[src/fbs_pkg.sv]
package fbs_pkg;

  // ----------------------------------------------------------------
  // Register offsets (byte addresses)
  // ----------------------------------------------------------------
  localparam logic [7:0] OFF_ALERT_THIRD = 8'h00;
  localparam logic [7:0] OFF_STATUS_THIRD = 8'h04;
  localparam logic [7:0] OFF_ALERT_FOURTH = 8'h08;
  localparam logic [7:0] OFF_STATUS_FOURTH = 8'h0C;
  localparam logic [7:0] OFF_BATTERY = 8'h10;
  localparam logic [7:0] OFF_CONFIG = 8'h14;
  localparam logic [7:0] OFF_COMMAND = 8'h18;

  // ----------------------------------------------------------------
  // Field positions
  // ----------------------------------------------------------------
  localparam int A3_MUX = 6;
  localparam int A3_GROUND = 5;
  localparam int A3_REFERENCE = 4;
  localparam int A3_OSCILLATOR = 3;
  localparam int F4_STACK_SUM = 0;
  localparam int BAT_SLEEP = 15;
  localparam int BAT_SHUTDOWN = 13;
  localparam int BAT_PF_SUMMARY = 12;
  localparam int BAT_SAFETY = 11;
  localparam int BAT_FUSE = 10;
  localparam int BAT_LEVEL_LO = 8;
  localparam int BAT_BLOCKED = 7;
  localparam int BAT_PENDING = 6;
  localparam int BAT_POWER_ON = 3;
  localparam int BAT_EDIT = 0;
  localparam int MASK_WIDTH = 9;

  // ----------------------------------------------------------------
  // Security levels and commands
  // ----------------------------------------------------------------
  localparam logic [1:0] LEVEL_UNINIT = 2'h0;
  localparam logic [1:0] LEVEL_UNRESTRICTED = 2'h1;
  localparam logic [1:0] LEVEL_PARTIAL = 2'h2;
  localparam logic [1:0] LEVEL_LOCKED = 2'h3;
  localparam logic [7:0] CMD_ENTER_EDIT = 8'h01;
  localparam logic [7:0] CMD_EXIT_EDIT = 8'h02;
  localparam logic [7:0] CMD_SHUTDOWN = 8'h03;

  // ----------------------------------------------------------------
  // Reset values and timing
  // ----------------------------------------------------------------
  localparam logic RST_POWER_ON = 1'b1;
  localparam logic RST_BLOCKED = 1'b1;
  localparam logic [8:0] RST_ENABLE_MASK = 9'h1FF;
  localparam int unsigned ONE_SECOND_NS = 1000000000;
  localparam int unsigned CLK_PERIOD_NS = 10;
  localparam int unsigned SECOND_CYCLES_DEFAULT = ONE_SECOND_NS / CLK_PERIOD_NS;

  // ----------------------------------------------------------------
  // Carriers
  // ----------------------------------------------------------------
  typedef struct packed {
    logic psel;
    logic penable;
    logic pwrite;
    logic [7:0] paddr;
    logic [31:0] pwdata;
  } apb_req_t;

  typedef struct packed {
    logic commanded;
    logic mux;
    logic ground;
    logic reference;
    logic oscillator;
    logic instrRom;
    logic dataRom;
    logic otpMem;
  } fault_third_t;

  typedef struct packed {
    logic muxAlert;
    logic groundAlert;
    logic referenceAlert;
    logic oscillatorAlert;
    fault_third_t faultThird;
    logic stackSumAlert;
    logic stackSumFault;
  } conditions_t;

  typedef struct packed {
    logic sleepActive;
    logic safetyFault;
    logic programmingOk;
    logic otpDataRequest;
    logic otpAllWritten;
  } device_state_t;

endpackage

[src/fault_battery_flags.sv]
`timescale 1ns/1ps

// Overview of operation
// - Third alert: mux, ground, reference, oscillator bits
// - Third fault status: eight failure bits 7..0
// - Fourth alert/status: stack mismatch bit 0
// - Flags read one exactly while triggered
// - Bit 15 reads sleep state
// - Bit 13 set by command or pin
// - Bit 12: any enabled permanent fault
// - Bit 11: safety fault input, not masked
// - Bit 10: fuse pin sampled each second
// - Bits 9..8 report security level
// - Locked: config access refused, commands restricted
// - Partial: reads allowed, writes need edit
// - Unrestricted: config access and the three defined commands accepted
// - Bit 7 blocked; one when nothing pending outside edit mode
// - Blocked evaluated at edit entry, then held
// - Bit 6 pending until conditions and written
// - Pending never sets inside edit mode
// - Bit 0 set after enter command processed
// - Bit 3 set on reset, cleared at exit
module fault_battery_flags #(
  parameter int unsigned SECOND_CYCLES = fbs_pkg::SECOND_CYCLES_DEFAULT
) (
  input wire logic clock,
  input wire logic srst,
  input wire logic ce,
  input wire fbs_pkg::apb_req_t apbReq,
  output logic [31:0] prdata,
  output logic pready,
  output logic pslverr,
  input wire fbs_pkg::conditions_t cond,
  input wire fbs_pkg::device_state_t devState,
  input wire logic [1:0] securityLevel,
  input wire logic fusePin,
  input wire logic shutdownPin,
  output logic editActive,
  output logic shutdownPending
);
  import fbs_pkg::*;

  logic [7:0] alertThird, statusThird, alertFourth, statusFourth;
  logic [7:0] next_alertThird, next_alertFourth, next_statusFourth;
  logic sleepFlag, pfSummary, safetySummary, fuseFlag, blocked, pending, powerOn;
  logic [1:0] levelFlag, fuseSync, shutSync;
  logic [MASK_WIDTH-1:0] enableMask;
  logic [26:0] secCount, holdCount;
  logic enterReq, exitReq, secTick, holdDone, access, done, wrDone, cmdWrite;
  logic cfgReadOk, cfgWriteOk, cmdOk, next_err;
  logic [15:0] batteryWord;
  logic [31:0] next_rdata;

  // ----------------------------------------------------------------
  // APB slave: one wait state, answer on the second access cycle
  // ----------------------------------------------------------------
  assign access = apbReq.psel && apbReq.penable;
  assign done = access && pready;
  assign wrDone = done && apbReq.pwrite;

  always_ff @(posedge clock) begin
    if (srst) begin
      pready <= 1'b0;
    end else if (ce) begin
      pready <= access && !pready;
    end
  end

  // Uninitialised level refuses config access and all commands until firmware sets a level
  assign cfgReadOk = (levelFlag == LEVEL_UNRESTRICTED) || (levelFlag == LEVEL_PARTIAL);
  assign cfgWriteOk = (levelFlag == LEVEL_UNRESTRICTED) ||
                      ((levelFlag == LEVEL_PARTIAL) && editActive);

  assign cmdOk = (cfgReadOk && (apbReq.pwdata[7:0] == CMD_ENTER_EDIT ||
                                apbReq.pwdata[7:0] == CMD_EXIT_EDIT)) ||
                 (levelFlag != LEVEL_UNINIT && apbReq.pwdata[7:0] == CMD_SHUTDOWN);
  assign cmdWrite = wrDone && apbReq.paddr == OFF_COMMAND && cmdOk;

  always_comb begin
    batteryWord = '0;
    batteryWord[BAT_SLEEP] = sleepFlag;
    batteryWord[BAT_SHUTDOWN] = shutdownPending;
    batteryWord[BAT_PF_SUMMARY] = pfSummary;
    batteryWord[BAT_SAFETY] = safetySummary;
    batteryWord[BAT_FUSE] = fuseFlag;
    batteryWord[BAT_LEVEL_LO +: 2] = levelFlag;
    batteryWord[BAT_BLOCKED] = blocked;
    batteryWord[BAT_PENDING] = pending;
    batteryWord[BAT_POWER_ON] = powerOn;
    batteryWord[BAT_EDIT] = editActive;
  end

  always_comb begin
    next_rdata = '0;
    // Flag registers are read-only; a write is refused and changes nothing
    next_err = apbReq.pwrite;
    if (apbReq.paddr[1:0] != 2'h0) begin
      next_err = 1'b1;
    end else begin
      case (apbReq.paddr)
        OFF_ALERT_THIRD: next_rdata = {24'h000000, alertThird};
        OFF_STATUS_THIRD: next_rdata = {24'h000000, statusThird};
        OFF_ALERT_FOURTH: next_rdata = {24'h000000, alertFourth};
        OFF_STATUS_FOURTH: next_rdata = {24'h000000, statusFourth};
        OFF_BATTERY: next_rdata = {16'h0000, batteryWord};
        OFF_CONFIG: begin
          next_err = apbReq.pwrite ? !cfgWriteOk : !cfgReadOk;
          next_rdata = cfgReadOk ? {23'h000000, enableMask} : 32'h00000000;
        end
        OFF_COMMAND: begin
          next_err = apbReq.pwrite && !cmdOk;
        end
        default: begin
          next_err = 1'b1;
        end
      endcase
    end
  end

  always_ff @(posedge clock) begin
    if (srst) begin
      prdata <= '0;
      pslverr <= 1'b0;
    end else if (ce) begin
      prdata <= (access && !pready && !apbReq.pwrite) ? next_rdata : 32'h00000000;
      pslverr <= access && !pready && next_err;
    end
  end

  // ----------------------------------------------------------------
  // Configuration and commands
  // ----------------------------------------------------------------
  always_ff @(posedge clock) begin
    if (srst) begin
      enableMask <= RST_ENABLE_MASK;
    end else if (ce && wrDone && apbReq.paddr == OFF_CONFIG && cfgWriteOk) begin
      enableMask <= apbReq.pwdata[MASK_WIDTH-1:0];
    end
  end

  always_ff @(posedge clock) begin
    if (srst) begin
      enterReq <= 1'b0;
      exitReq <= 1'b0;
    end else if (ce) begin
      enterReq <= cmdWrite && apbReq.pwdata[7:0] == CMD_ENTER_EDIT;
      exitReq <= cmdWrite && apbReq.pwdata[7:0] == CMD_EXIT_EDIT;
    end
  end

  // Edit mode opens two cycles after the cycle in which the command completes
  always_ff @(posedge clock) begin
    if (srst) begin
      editActive <= 1'b0;
    end else if (ce) begin
      if (enterReq) begin
        editActive <= 1'b1;
      end else if (exitReq) begin
        editActive <= 1'b0;
      end
    end
  end

  always_ff @(posedge clock) begin
    if (srst) begin
      powerOn <= RST_POWER_ON;
    end else if (ce && exitReq && editActive) begin
      powerOn <= 1'b0;
    end
  end

  // ----------------------------------------------------------------
  // Pin synchronisers and one-second timing
  // ----------------------------------------------------------------
  always_ff @(posedge clock) begin
    if (srst) begin
      fuseSync <= '0;
      shutSync <= '0;
    end else if (ce) begin
      fuseSync <= {fuseSync[0], fusePin};
      shutSync <= {shutSync[0], shutdownPin};
    end
  end

  assign secTick = secCount == 27'(SECOND_CYCLES - 1);
  assign holdDone = holdCount == 27'(SECOND_CYCLES - 1);

  always_ff @(posedge clock) begin
    if (srst) begin
      secCount <= '0;
    end else if (ce) begin
      secCount <= secTick ? 27'h0000000 : secCount + 27'h0000001;
    end
  end

  always_ff @(posedge clock) begin
    if (srst) begin
      holdCount <= '0;
    end else if (ce) begin
      if (!shutSync[1]) begin
        holdCount <= '0;
      end else if (!holdDone) begin
        holdCount <= holdCount + 27'h0000001;
      end
    end
  end

  // Pending shutdown is final; only a reset clears it
  always_ff @(posedge clock) begin
    if (srst) begin
      shutdownPending <= 1'b0;
    end else if (ce) begin
      if ((cmdWrite && apbReq.pwdata[7:0] == CMD_SHUTDOWN) || holdDone) begin
        shutdownPending <= 1'b1;
      end
    end
  end

  always_ff @(posedge clock) begin
    if (srst) begin
      fuseFlag <= 1'b0;
    end else if (ce && secTick) begin
      fuseFlag <= fuseSync[1];
    end
  end

  // ----------------------------------------------------------------
  // Fault and status flags
  // ----------------------------------------------------------------
  always_comb begin
    next_alertThird = '0;
    next_alertThird[A3_MUX] = cond.muxAlert;
    next_alertThird[A3_GROUND] = cond.groundAlert;
    next_alertThird[A3_REFERENCE] = cond.referenceAlert;
    next_alertThird[A3_OSCILLATOR] = cond.oscillatorAlert;
    next_alertFourth = '0;
    next_alertFourth[F4_STACK_SUM] = cond.stackSumAlert;
    next_statusFourth = '0;
    next_statusFourth[F4_STACK_SUM] = cond.stackSumFault;
  end

  always_ff @(posedge clock) begin
    if (srst) begin
      alertThird <= '0;
      statusThird <= '0;
      alertFourth <= '0;
      statusFourth <= '0;
    end else if (ce) begin
      alertThird <= next_alertThird;
      statusThird <= cond.faultThird;
      alertFourth <= next_alertFourth;
      statusFourth <= next_statusFourth;
    end
  end

  always_ff @(posedge clock) begin
    if (srst) begin
      sleepFlag <= 1'b0;
      pfSummary <= 1'b0;
      safetySummary <= 1'b0;
      levelFlag <= LEVEL_UNINIT;
    end else if (ce) begin
      sleepFlag <= devState.sleepActive;
      pfSummary <= |({cond.stackSumFault, cond.faultThird} & enableMask);
      safetySummary <= devState.safetyFault;
      levelFlag <= securityLevel;
    end
  end

  // Outside edit mode the flag tracks live conditions; inside it is frozen
  always_ff @(posedge clock) begin
    if (srst) begin
      blocked <= RST_BLOCKED;
    end else if (ce) begin
      if (enterReq && !editActive) begin
        blocked <= !devState.programmingOk;
      end else if (!editActive) begin
        blocked <= pending ? !devState.programmingOk : 1'b1;
      end
    end
  end

  // Set wins over clear when both arrive together
  always_ff @(posedge clock) begin
    if (srst) begin
      pending <= 1'b0;
    end else if (ce) begin
      if (devState.otpDataRequest && !editActive) begin
        pending <= 1'b1;
      end else if (devState.programmingOk && devState.otpAllWritten) begin
        pending <= 1'b0;
      end
    end
  end

  // ----------------------------------------------------------------
  // Assertions
  // ----------------------------------------------------------------
  property p_alert_third;
    @(posedge clock) disable iff (srst)
    ce |=> alertThird == {1'b0, $past(cond.muxAlert), $past(cond.groundAlert),
                          $past(cond.referenceAlert), $past(cond.oscillatorAlert), 3'h0};
  endproperty
  a_alert_third: assert property (p_alert_third) else $error("third alert mismatch");

  property p_status_third;
    @(posedge clock) disable iff (srst)
    ce ##1 ce |=> statusThird == $past(cond.faultThird);
  endproperty
  a_status_third: assert property (p_status_third) else $error("third status mismatch");

  property p_fourth;
    @(posedge clock) disable iff (srst)
    ce |=> alertFourth == {7'h00, $past(cond.stackSumAlert)} &&
           statusFourth == {7'h00, $past(cond.stackSumFault)};
  endproperty
  a_fourth: assert property (p_fourth) else $error("fourth registers mismatch");

  property p_sleep;
    @(posedge clock) disable iff (srst)
    ce && devState.sleepActive |=> batteryWord[BAT_SLEEP];
  endproperty
  a_sleep: assert property (p_sleep) else $error("sleep bit not set");

  property p_hold_shutdown;
    @(posedge clock) disable iff (srst)
    ce && holdDone |=> shutdownPending;
  endproperty
  a_hold_shutdown: assert property (p_hold_shutdown) else $error("pin shutdown lost");

  property p_pf_summary;
    @(posedge clock) disable iff (srst)
    ce && cond.stackSumFault && enableMask[MASK_WIDTH-1] |=> pfSummary;
  endproperty
  a_pf_summary: assert property (p_pf_summary) else $error("summary not set");

  property p_fuse;
    @(posedge clock) disable iff (srst)
    ce && secTick |=> fuseFlag == $past(fuseSync[1]);
  endproperty
  a_fuse: assert property (p_fuse) else $error("fuse sample wrong");

  property p_locked_write;
    @(posedge clock) disable iff (srst)
    ce && wrDone && apbReq.paddr == OFF_CONFIG && levelFlag == LEVEL_LOCKED
      |-> pslverr ##1 $stable(enableMask);
  endproperty
  a_locked_write: assert property (p_locked_write) else $error("locked write taken");

  property p_blocked_idle;
    @(posedge clock) disable iff (srst)
    ce && !editActive && !enterReq && !pending |=> blocked;
  endproperty
  a_blocked_idle: assert property (p_blocked_idle) else $error("blocked clear");

  property p_blocked_hold;
    @(posedge clock) disable iff (srst)
    editActive && !enterReq |=> $stable(blocked);
  endproperty
  a_blocked_hold: assert property (p_blocked_hold) else $error("blocked moved in edit");

  property p_pending_edit;
    @(posedge clock) disable iff (srst)
    editActive && !pending |=> !pending;
  endproperty
  a_pending_edit: assert property (p_pending_edit) else $error("pending set in edit");

  property p_enter_edit;
    @(posedge clock) disable iff (srst)
    ce && cmdWrite && apbReq.pwdata[7:0] == CMD_ENTER_EDIT ##1 ce |=> editActive;
  endproperty
  a_enter_edit: assert property (p_enter_edit) else $error("edit not entered");

  property p_power_on;
    @(posedge clock) disable iff (srst)
    ce && exitReq && editActive |=> !powerOn && !editActive;
  endproperty
  a_power_on: assert property (p_power_on) else $error("power flag kept");

  property p_read_only;
    @(posedge clock) disable iff (srst)
    wrDone && apbReq.paddr == OFF_BATTERY |-> pslverr;
  endproperty
  a_read_only: assert property (p_read_only) else $error("status write accepted");

endmodule // fault_battery_flags

[config.mk]
export PLATFORM = sky130hd
export DESIGN_NAME = fault_battery_flags
export DESIGN_NICKNAME = d
export VERILOG_FILES = /design/src/fbs_pkg.sv /design/src/fault_battery_flags.sv
export SDC_FILE = /design/constraint.sdc
export NUM_CORES = 1
export LEC_CHECK = 0
export ABC_AREA = 1
export BUFFER_PORTS_ARGS = -buffer_cell sky130_fd_sc_hd__buf_2
export CAP_MARGIN = 25
export CORE_AREA = 2 2 141 115
export DETAILED_ROUTE_END_ITERATION = 10
export DIE_AREA = 0 0 143 117
export GPL_TIMING_DRIVEN = 0
export HOLD_SLACK_MARGIN = 0.05
export PLACE_DENSITY_LB_ADDON = 0.2
export SLEW_MARGIN = 30
export SYNTH_ARGS = -nofsm -noshare
export SYNTH_HDL_FRONTEND = slang
export SYNTH_SLANG_ARGS = --single-unit
[constraint.sdc]
create_clock -name clock -period 2.3 [get_ports clock]
set_input_delay 0.23 -clock clock [delete_from_list [all_inputs] [get_ports clock]]
set_output_delay 0.23 -clock clock [all_outputs]
set_load 0.02 [all_outputs]
### Word level (Yosys, flattened, before mapping)

Index checks and enable logic that the tools add are counted.

| storage, ports and cells | value |
|---|---|
| word-level logic and storage cells | 107 |
| flip-flop bits (word level) | 128 |
| bits of input ports | 69 |
| output and inout port bits | 36 |

| cells by class | value |
|---|---|
| bitwise gates (word level) | 1 |
| add/sub/neg operators | 2 |
| equality and inequality tests | 15 |
| reductions and logical operators | 48 |
| multiplexer cells | 17 |

Operators by type and width:

| kind | number |
|---|---|
| case mux 16 bit (6 select lines) | 1 |
| two-way mux 27 bit | 3 |
| adder 27 x 1 -> 27 bit (second input constant) | 2 |
| equality test 27 bit (second input constant) | 2 |
| two-way mux 32 bit | 1 |
| equality test 8 x 5 -> 1 bit (second input constant) | 3 |
| logical AND 1 bit | 24 |
| equality test 8 x 2 -> 1 bit (second input constant) | 2 |
| equality test 8 x 4 -> 1 bit (second input constant) | 2 |
| two-way mux 16 bit | 1 |
| AND reduction 2 bit | 5 |
| AND 9 bit | 1 |
| two-way mux 1 bit | 9 |
| two-way mux 9 bit | 1 |
| OR reduction 9 bit | 1 |
| equality test 8 x 1 -> 1 bit (second input constant) | 1 |
| equality test 8 x 3 -> 1 bit (second input constant) | 1 |
| logical NOT 8 bit | 1 |
| nonzero test 2 bit | 4 |
| logical NOT 1 bit | 7 |
| logical OR 1 bit | 5 |
| OR reduction 5 bit | 1 |
| case mux 1 bit (3 select lines) | 1 |
| equality test 2 x 1 -> 1 bit (second input constant) | 1 |
| 3 further kinds | 3 |

### Depth between registers and ports, before layout

Gate-level depths: netlist of the first run.

| logic depth | value |
|---|---|
| depth in word-level cells | 9 |
| gate-level depth with buffers | 12 |

### Least setup slack after synthesis of the first run

No wires, ideal clock.

| timing path | value |
|---|---|
| path type | register to register |
| from | reg holdCount[1] |
| to | reg holdCount[11] |
| data required time | 2.168 ns |
| setup time | 0.132 ns |
| clock period less this slack | 1.595 ns |
| stages on the path, launching flop included | 12 |
| path buffers | 1 |
| data arrival time | 1.463 ns |
| setup slack | 0.705 ns |
| path through | dfxtp_1 ha_1 nand2_1 nor2_8 nand2_4 nor2_2 nand2_2 nand2_4 o21ai_4 buf_2 nand2_1 a21oi_1 |

| on the way | value |
|---|---|
| longest elaborated chain between the ends | 3 |

RTL lines:

| item | RTL line | source |
|---|---|---|
| start: declaration | fault_battery_flags.sv:48 | `logic [26:0] secCount, holdCount;` |
| start signal: assignment | fault_battery_flags.sv:203 | `holdCount <= holdCount + 27'h0000001;` |
| adder 27 x 1 -> 27 bit / equality test 27 bit (equally long branches) | fault_battery_flags.sv:203, fault_battery_flags.sv:186 |  |
| two-way mux 27 bit / != test 2 bit (equally long branches) | n/a |  |
| two-way mux 27 bit / AND reduction 2 bit (equally long branches) | n/a |  |

Several ways; a longest one is shown, not always the timed one. The select of a mux whose other input is x is not followed.
A chain may end at the register's enable or synchronous reset.

### Worst setup path after layout of the first run

Same ends and word-level chain as after synthesis.

==> run_summary.xml, run 1 <==
<?xml version="1.0" encoding="UTF-8"?>
<metrics>
  <group name="placed_design">
    <metric name="post-place-ws" unit="ns">0.3561</metric>
    <metric name="placed_wire_length_estimate_after_detailed_placement" unit="um">12630</metric>
    <metric name="place_inst" unit="">1202</metric>
    <metric name="place_congestion" unit="">0.9303</metric>
    <metric name="buffer_ports.inserted" unit="">62</metric>
  </group>
  <group name="grt">
    <metric name="global_route.usage.total" unit="%">20.84</metric>
    <metric name="grt_pass1_vias" unit="">5213</metric>
    <metric name="grt_start_max_net_pins" unit="">20</metric>
    <metric name="globalRoute.totalOverflow" unit="">0</metric>
    <metric name="grt_antenna_before_repair" unit="">0</metric>
    <metric name="grt_first_pass_wirelength" unit="um">27100</metric>
  </group>
  <group name="critical_path">
    <metric name="type_of_destination_of_the_critical_path" unit="">flop</metric>
    <metric name="worst-endpoint-arrival" unit="ns">2.17</metric>
    <metric name="start_kind" unit="">flop</metric>
    <metric name="timing.rr.start" unit="">holdCount[1]$_SDFFE_PP0P_</metric>
    <metric name="worst_ep_required_time" unit="ns">2.51</metric>
    <metric name="reg2regPathDepth" unit="">11</metric>
    <metric name="endpoint_of_the_worst_slack_reg_to_reg_timing_path" unit="">holdCount[11]$_SDFFE_PP0P_</metric>
    <metric name="timing.reg2reg.setup_slack" unit="ns">0.34</metric>
    <metric name="critical_path_class" unit="">reg -&gt; reg</metric>
    <metric name="critPathMaxFanout" unit="">10</metric>
  </group>
  <group name="power">
    <metric name="power.clock.fraction" unit="%">40.4</metric>
    <metric name="p_sw" unit="mW">1.030</metric>
    <metric name="p_seq_share" unit="%">50.9</metric>
    <metric name="total_power" unit="mW">3.885</metric>
    <metric name="static-leakage-power" unit="nW">2.864</metric>
    <metric name="power.density" unit="nW/um2">558.8</metric>
    <metric name="internal-power" unit="mW">2.855</metric>
    <metric name="power.combinational.fraction" unit="%">8.7</metric>
    <metric name="sw_frac_of_total" unit="%">26.52</metric>
    <metric name="vdd_drop_max" unit="V">0.0003572</metric>
  </group>
  <group name="floorplanning">
    <metric name="chipWidth" unit="um">143</metric>
    <metric name="core_area" unit="um2">15440</metric>
    <metric name="die-height" unit="um">117</metric>
    <metric name="fp.dieArea" unit="um2">16730</metric>
    <metric name="io_pins" unit="">105</metric>
    <metric name="number_of_rows_created_at_floorplan" unit="">41</metric>
    <metric name="start_util" unit="%">38.99</metric>
  </group>
  <group name="hold_path">
    <metric name="min-delay-path-class" unit="">in -&gt; reg</metric>
    <metric name="number_of_cells_on_the_worst_hold_path" unit="">3</metric>
    <metric name="hold_end" unit="">sleepFlag$_SDFFE_PP0P_</metric>
    <metric name="timing.hold.worst.start" unit="">devState[4]</metric>
  </group>
  <group name="sta">
    <metric name="worst_slew_pin_slew" unit="ns">0.7615</metric>
    <metric name="max_freq" unit="MHz">509.4</metric>
    <metric name="final-hold-violation-count" unit="">0</metric>
    <metric name="period_needed" unit="ns">1.963</metric>
    <metric name="timing.final.crit_share" unit="%">85.35</metric>
    <metric name="unrepaired_setup_endpoints_after_global_routing" unit="">false</metric>
    <metric name="skew" unit="ns">0.008857</metric>
    <metric name="totalNegativeSetupSlack" unit="ns">0</metric>
    <metric name="slew-limit-headroom" unit="%">49.23</metric>
    <metric name="final_slew_violations" unit="">0</metric>
    <metric name="postLayoutSetupSlackWorst" unit="ns">0.3369</metric>
    <metric name="final-setup-viol-count" unit="">0</metric>
  </group>
  <group name="clock_network">
    <metric name="cts-hold-fix-buffers" unit="">0</metric>
    <metric name="post_cts_resized" unit="">0</metric>
    <metric name="clk-insertion-delay-late" unit="ns">0.36</metric>
    <metric name="cts_setup_buffers" unit="">0</metric>
    <metric name="cts.htree.levels" unit="">3</metric>
    <metric name="clkTransAtPathRegs" unit="ns">0.08</metric>
    <metric name="cts_sinks" unit="">111</metric>
    <metric name="cts_made_buffers" unit="">9</metric>
    <metric name="tritoncts" unit="">yes</metric>
    <metric name="clk_path_buf_depth" unit="">2</metric>
    <metric name="cts.root.buffer_cell" unit="">sky130_fd_sc_hd__clkbuf_16</metric>
  </group>
  <group name="synthesis">
    <metric name="synth_top_cells_by_area" unit="">sky130_fd_sc_hd__dfxtp_1, sky130_fd_sc_hd__nand2_1, sky130_fd_sc_hd__nor2_1</metric>
    <metric name="synth.avg_cell_area" unit="um2">6.624</metric>
    <metric name="post-synth-top-count-cell" unit="">sky130_fd_sc_hd__nand2_1</metric>
    <metric name="synth_cell_types" unit="">47</metric>
    <metric name="seq_area_frac_synth" unit="%">36.91</metric>
    <metric name="post-synth-top-area-fraction" unit="%">36.91</metric>
    <metric name="synth_edf_count" unit="">0</metric>
    <metric name="synth_commonest_cells" unit="">sky130_fd_sc_hd__nand2_1, sky130_fd_sc_hd__nor2_1, sky130_fd_sc_hd__dfxtp_1, sky130_fd_sc_hd__inv_1, sky130_fd_sc_hd__nand3_1</metric>
    <metric name="synth_warnings" unit="">0</metric>
    <metric name="post_synth_inst_count" unit="">909</metric>
    <metric name="yosys_register_bits" unit="">111</metric>
    <metric name="synth_async_sr_flop_share" unit="%">0</metric>
    <metric name="synth_largest_area_cell" unit="">sky130_fd_sc_hd__dfxtp_1</metric>
    <metric name="syn_area" unit="um2">6021</metric>
    <metric name="ys_dominant_reg_cell" unit="">sky130_fd_sc_hd__dfxtp_1</metric>
  </group>
  <group name="detailed_routing">
    <metric name="routed_wl" unit="um">16850</metric>
    <metric name="detail_route.iter0.violations" unit="">347</metric>
    <metric name="post_drt_via_cell_ratio" unit="">4.776</metric>
    <metric name="drc" unit="">0</metric>
    <metric name="route.vias.total" unit="">5817</metric>
    <metric name="wl_per_cell" unit="um">13.83</metric>
    <metric name="route.antenna.remaining_nets" unit="">0</metric>
    <metric name="first_pass_iters" unit="">8</metric>
  </group>
  <group name="layout">
    <metric name="area.growth.synth_to_final" unit="%">15.46</metric>
    <metric name="layout-drive-gt1-share" unit="%">14.46</metric>
    <metric name="postLayoutCoreUtil" unit="%">45.02</metric>
    <metric name="antenna_cells" unit="">0</metric>
    <metric name="fin_cells" unit="">1218</metric>
    <metric name="num-nets-final" unit="">1072</metric>
  </group>
  <group name="status">
    <metric name="outcome" unit="">completed</metric>
  </group>
  <group name="run">
    <metric name="maxCapViolations" unit="">0</metric>
  </group>
</metrics>
[registers in the layout, indices dropped and copies added (netlist names), 2 cells and up]
| signal | cells |
|---|---|
| shutSync | 2 |
| secCount | 27 |
| fuseSync | 2 |
| holdCount | 27 |
| levelFlag | 2 |
| alertThird | 4 |
| statusThird | 8 |
| enableMask | 9 |
| prdata | 15 |
[per-stage QoR]
| step | hold slack [ns] | cell area [um2] |
|---|---|---|
| floorplan | 0.3649 | 6081 |
| CTS | 0.08667 | 6952 |
| global placement | 0.4535 | 6660 |
| detailed placement | 0.4533 | 6660 |
| global route | 0.1213 | 6952 |
| finish | 0.1030 | 6952 |
[critical path, cell delays in order (launching register included)]
cell	delay [ns]
sky130_fd_sc_hd__dfxtp_1	0.38
sky130_fd_sc_hd__ha_1	0.18
sky130_fd_sc_hd__nand2_1	0.14
sky130_fd_sc_hd__nor2_8	0.19
sky130_fd_sc_hd__nand2_4	0.10
sky130_fd_sc_hd__nor2_2	0.12
sky130_fd_sc_hd__nand2_2	0.11
sky130_fd_sc_hd__nand2_4	0.11
sky130_fd_sc_hd__o21ai_4	0.12
sky130_fd_sc_hd__buf_2	0.23
sky130_fd_sc_hd__nand2_1	0.09
sky130_fd_sc_hd__a21oi_1	0.05
[placed cells by master, fill, tap and decap left out, types with 8 or more instances in the layout]
cell	instances
sky130_fd_sc_hd__nand2_1	224
sky130_fd_sc_hd__nor2_1	169
sky130_fd_sc_hd__dfxtp_1	111
sky130_fd_sc_hd__inv_1	78
sky130_fd_sc_hd__buf_2	66
sky130_fd_sc_hd__nand3_1	64
sky130_fd_sc_hd__a21oi_1	52
sky130_fd_sc_hd__o21ai_0	33
sky130_fd_sc_hd__nor3_1	21
sky130_fd_sc_hd__buf_4	18
sky130_fd_sc_hd__conb_1	17
sky130_fd_sc_hd__clkbuf_1	16
sky130_fd_sc_hd__nand4_1	13
sky130_fd_sc_hd__xor2_1	10
sky130_fd_sc_hd__nor2_2	10
sky130_fd_sc_hd__nand2_2	9
sky130_fd_sc_hd__xnor2_1	9
sky130_fd_sc_hd__clkbuf_16	9
sky130_fd_sc_hd__o211ai_1	8
[cells by family after synthesis]
family / synth area share (%)
xor+xnor: 2.764
simple gates: 39.71
fa+ha+maj: 1.039
compound gates: 9.809
buf+inv: 9.705
other cells: 0.06228
flops: 36.91
[metal layers]
layer / share of wire, % / track usage, % / wire, um
met5: 0 / 0 / 0
met4: 1.1 / 5.149 / 190
met3: 4.9 / 3.458 / 833
met2: 42 / 31.96 / 7071
met1: 52 / 30.58 / 8753
[power groups by stage]
stage          clock network [mW]  logic, mW  registers [mW]
2_1_floorplan                   0      0.216            2.02
3_3_place_gp                    0      0.335            2.02
3_5_place_dp                    0      0.337            2.02
4_1_cts                      1.61      0.338            1.98
5_1_grt                      1.67      0.377            1.98
6_report                     1.57      0.337            1.98
[area by class of cell]
class / count / area (um2)
Fill cell: 1653 / 8489
Multi-Input combinational cell: 686 / 3274
Sequential cell: 111 / 2222
Inverter: 83 / 311.5
Timing Repair Buffer: 62 / 310.3
Buffer: 45 / 272.8
Tap cell: 215 / 269.0
Clock buffer: 11 / 242.7
Clock inverter: 5 / 48.80
[worst max-delay path by stage]
stage	depth (start not counted)	slack, ns	end	startpoint
detailed placement	11	0.36	holdCount[11]$_SDFFE_PP0P_	holdCount[1]$_SDFFE_PP0P_
CTS	11	0.33	holdCount[11]$_SDFFE_PP0P_	holdCount[1]$_SDFFE_PP0P_
global placement	11	0.37	holdCount[11]$_SDFFE_PP0P_	holdCount[1]$_SDFFE_PP0P_
global route	11	0.16	holdCount[11]$_SDFFE_PP0P_	holdCount[1]$_SDFFE_PP0P_
finish	11	0.34	holdCount[11]$_SDFFE_PP0P_	holdCount[1]$_SDFFE_PP0P_
floorplan	11	0.71	holdCount[11]$_SDFFE_PP0P_	holdCount[1]$_SDFFE_PP0P_
(Power assumes the default switching activity.)
==> run 2: changes to the inputs <==
Settings changed: RECOVER_POWER from default to 50.
==> run 2 against run 1 <==
Clock power about the same; sequential share of layout area increased by 0.24 points; total power about the same; die area unchanged; global-route usage unchanged; core utilization decreased by 0.34 points; worst hold slack got worse by 0.0011 ns.
==> run_summary.xml, run 2 (synthesized netlist as in run 1, its figures left out) <==
<?xml version="1.0" encoding="UTF-8"?>
<metrics>
  <group name="detailed_routing">
    <metric name="post_drt_via_cell_ratio" unit="">4.778</metric>
    <metric name="detail_route.iter0.violations" unit="">348</metric>
    <metric name="routed_wl" unit="um">16770</metric>
    <metric name="route.antenna.remaining_nets" unit="">0</metric>
    <metric name="drc" unit="">0</metric>
    <metric name="wl_per_cell" unit="um">13.77</metric>
    <metric name="route.vias.total" unit="">5819</metric>
    <metric name="first_pass_iters" unit="">7</metric>
  </group>
  <group name="floorplanning">
    <metric name="fp.dieArea" unit="um2">16730</metric>
    <metric name="die-height" unit="um">117</metric>
    <metric name="start_util" unit="%">38.99</metric>
    <metric name="io_pins" unit="">105</metric>
    <metric name="number_of_rows_created_at_floorplan" unit="">41</metric>
    <metric name="core_area" unit="um2">15440</metric>
    <metric name="chipWidth" unit="um">143</metric>
  </group>
  <group name="power">
    <metric name="static-leakage-power" unit="nW">2.760</metric>
    <metric name="p_sw" unit="mW">1.033</metric>
    <metric name="p_seq_share" unit="%">50.9</metric>
    <metric name="sw_frac_of_total" unit="%">26.58</metric>
    <metric name="power.combinational.fraction" unit="%">8.6</metric>
    <metric name="internal-power" unit="mW">2.854</metric>
    <metric name="vdd_drop_max" unit="V">0.0003582</metric>
    <metric name="power.clock.fraction" unit="%">40.5</metric>
    <metric name="power.density" unit="nW/um2">563.4</metric>
  </group>
  <group name="layout">
    <metric name="most_frequent_standard_cell_in_the_layout_excluding_fill_and_tap_cells" unit="">sky130_fd_sc_hd__nand2_1</metric>
    <metric name="antenna_cells" unit="">0</metric>
    <metric name="layout-drive-gt1-share" unit="%">11.86</metric>
    <metric name="num-nets-final" unit="">1072</metric>
    <metric name="postLayoutCoreUtil" unit="%">44.68</metric>
    <metric name="biggestRegsByFlops" unit="">holdCount (27), secCount (27), prdata (15)</metric>
    <metric name="leading_cell_types_in_the_layout_fill_and_taps_excluded" unit="">sky130_fd_sc_hd__nand2_1, sky130_fd_sc_hd__nor2_1, sky130_fd_sc_hd__dfxtp_1</metric>
    <metric name="area.growth.synth_to_final" unit="%">14.59</metric>
  </group>
  <group name="critical_path">
    <metric name="critical_path_class" unit="">reg -&gt; reg</metric>
    <metric name="timing.critical_path.slowest_cell_delay" unit="ns">0.38</metric>
    <metric name="timing.reg2reg.setup_slack" unit="ns">0.33</metric>
    <metric name="worst-endpoint-arrival" unit="ns">2.18</metric>
    <metric name="type_of_destination_of_the_critical_path" unit="">flop</metric>
    <metric name="critical_path.n_buffers_inverters" unit="">1</metric>
    <metric name="timing.critical_path.max_delay_family" unit="">simple AND/OR/NAND/NOR gates</metric>
    <metric name="start_kind" unit="">flop</metric>
    <metric name="crit_chain" unit="">ha_1 -&gt; nand2_1 -&gt; nor2_8 -&gt; nand2_4 -&gt; nor2_2 -&gt; nand2_2 -&gt; nand2_4 -&gt; o21ai_4 -&gt; buf_2 -&gt; nand2_1 -&gt; a21oi_1</metric>
    <metric name="critical_path_slowest_stage_cell" unit="">sky130_fd_sc_hd__dfxtp_1</metric>
    <metric name="worst_ep_required_time" unit="ns">2.51</metric>
    <metric name="critPathMaxFanout" unit="">10</metric>
  </group>
  <group name="sta">
    <metric name="totalNegativeSetupSlack" unit="ns">0</metric>
    <metric name="max_freq" unit="MHz">508.4</metric>
    <metric name="worst_slew_pin_slew" unit="ns">0.7546</metric>
    <metric name="skew" unit="ns">0.008195</metric>
    <metric name="timing.final.crit_share" unit="%">85.52</metric>
    <metric name="period_needed" unit="ns">1.967</metric>
    <metric name="final-setup-viol-count" unit="">0</metric>
    <metric name="final_slew_violations" unit="">0</metric>
    <metric name="final-hold-violation-count" unit="">0</metric>
    <metric name="slew-limit-headroom" unit="%">49.69</metric>
    <metric name="unrepaired_setup_endpoints_after_global_routing" unit="">false</metric>
  </group>
  <group name="grt">
    <metric name="grt_antenna_before_repair" unit="">0</metric>
    <metric name="grt_start_max_net_pins" unit="">20</metric>
    <metric name="grt_first_pass_wirelength" unit="um">27100</metric>
    <metric name="globalRoute.totalOverflow" unit="">0</metric>
    <metric name="global_route.usage.total" unit="%">20.84</metric>
    <metric name="grt_pass1_vias" unit="">5213</metric>
  </group>
  <group name="hold_path">
    <metric name="min-delay-path-class" unit="">in -&gt; reg</metric>
  </group>
  <group name="clock_network">
    <metric name="clk_path_buf_depth" unit="">2</metric>
    <metric name="tritoncts" unit="">yes</metric>
    <metric name="cts_made_buffers" unit="">9</metric>
    <metric name="cts.root.buffer_cell" unit="">sky130_fd_sc_hd__clkbuf_16</metric>
    <metric name="cts.htree.levels" unit="">3</metric>
    <metric name="cts-hold-fix-buffers" unit="">0</metric>
    <metric name="clk-insertion-delay-late" unit="ns">0.36</metric>
    <metric name="post_cts_resized" unit="">0</metric>
    <metric name="clkTransAtPathRegs" unit="ns">0.08</metric>
    <metric name="cts_sinks" unit="">111</metric>
    <metric name="cts_setup_buffers" unit="">0</metric>
  </group>
  <group name="placed_design">
    <metric name="place_congestion" unit="">0.9303</metric>
    <metric name="buffer_ports.inserted" unit="">62</metric>
    <metric name="placed_wire_length_estimate_after_detailed_placement" unit="um">12630</metric>
  </group>
  <group name="run">
    <metric name="maxCapViolations" unit="">0</metric>
  </group>
  <group name="status">
    <metric name="outcome" unit="">completed</metric>
  </group>
</metrics>
[run 2: cell types whose count changed in the layout (fill, tap and decap cells not counted)]
| cell | delta |
|---|---|
| sky130_fd_sc_hd__clkbuf_1 | +23 |
| sky130_fd_sc_hd__nand3_1 | +1 |
| sky130_fd_sc_hd__nor3_2 | -2 |
| sky130_fd_sc_hd__buf_1 | -2 |
| sky130_fd_sc_hd__nor3_1 | +3 |
| sky130_fd_sc_hd__nor3_4 | -1 |
| sky130_fd_sc_hd__inv_1 | +1 |
| sky130_fd_sc_hd__nand3_2 | -1 |
| sky130_fd_sc_hd__inv_2 | -1 |
| sky130_fd_sc_hd__buf_2 | -21 |
[run 2: per-stage QoR]
step           hold slack [ns]  setup slack [ns]  std cells  cell area [um2]  power, mW
6_report                0.1019            0.3330       1218             6899      3.887
5_1_grt                 0.1213            0.1192       1218             6899      4.028
4_1_cts                0.08667            0.3349       1218             6952      3.926
3_5_place_dp            0.4533            0.3561       1202             6660      2.360
3_3_place_gp            0.4535            0.3658       1202             6660      2.358
2_1_floorplan           0.3649            0.7051        925             6081      2.234
[run 2: worst paths after layout]
| path | startpoint | depth (start not counted) | end |
|---|---|---|---|
| max reg2reg | holdCount[1]$_SDFFE_PP0P_ | 11 | holdCount[11]$_SDFFE_PP0P_ |
| min | cond[12] | 3 | alertThird[5]$_SDFFE_PP0P_ |
| min reg2reg | prdata[8]$_SDFFE_PP0P_ | 2 | prdata[8]$_SDFFE_PP0P_ |
| max | holdCount[1]$_SDFFE_PP0P_ | 11 | holdCount[11]$_SDFFE_PP0P_ |
[run 2: routing by layer]
layer / track usage [%] / share of wire, %
met2: 31.96 / 42
met5: 0 / 0
met1: 30.58 / 51
met3: 3.458 / 5.8
met4: 5.149 / 0.95
[run 2: worst reg2reg max path, cell delays in order (launching register included)]
cell,delay (ns)
sky130_fd_sc_hd__dfxtp_1,0.38
sky130_fd_sc_hd__ha_1,0.18
sky130_fd_sc_hd__nand2_1,0.14
sky130_fd_sc_hd__nor2_8,0.19
sky130_fd_sc_hd__nand2_4,0.10
sky130_fd_sc_hd__nor2_2,0.12
sky130_fd_sc_hd__nand2_2,0.11
sky130_fd_sc_hd__nand2_4,0.12
sky130_fd_sc_hd__o21ai_4,0.11
sky130_fd_sc_hd__buf_2,0.24
sky130_fd_sc_hd__nand2_1,0.09
sky130_fd_sc_hd__a21oi_1,0.05
[run 2: layout make-up]
type,instances,area [um2]
flip-flops and latches,111,2222
inverters,83,311.5
multi-input cells,686,3248
clock buffers,11,242.7
repair buffers,62,286.5
fillers,1665,8542
clock inverters,5,48.80
plain buffers,45,270.3
well taps,215,269.0
[run 2: power by group through the flow]
stage / combinational, mW / clock [mW] / sequential [mW]
after floorplan: 0.216 / 0 / 2.02
after global placement: 0.335 / 0 / 2.02
after detailed placement: 0.337 / 0 / 2.02
after CTS: 0.338 / 1.61 / 1.98
after global routing: 0.375 / 1.67 / 1.98
final: 0.336 / 1.57 / 1.98
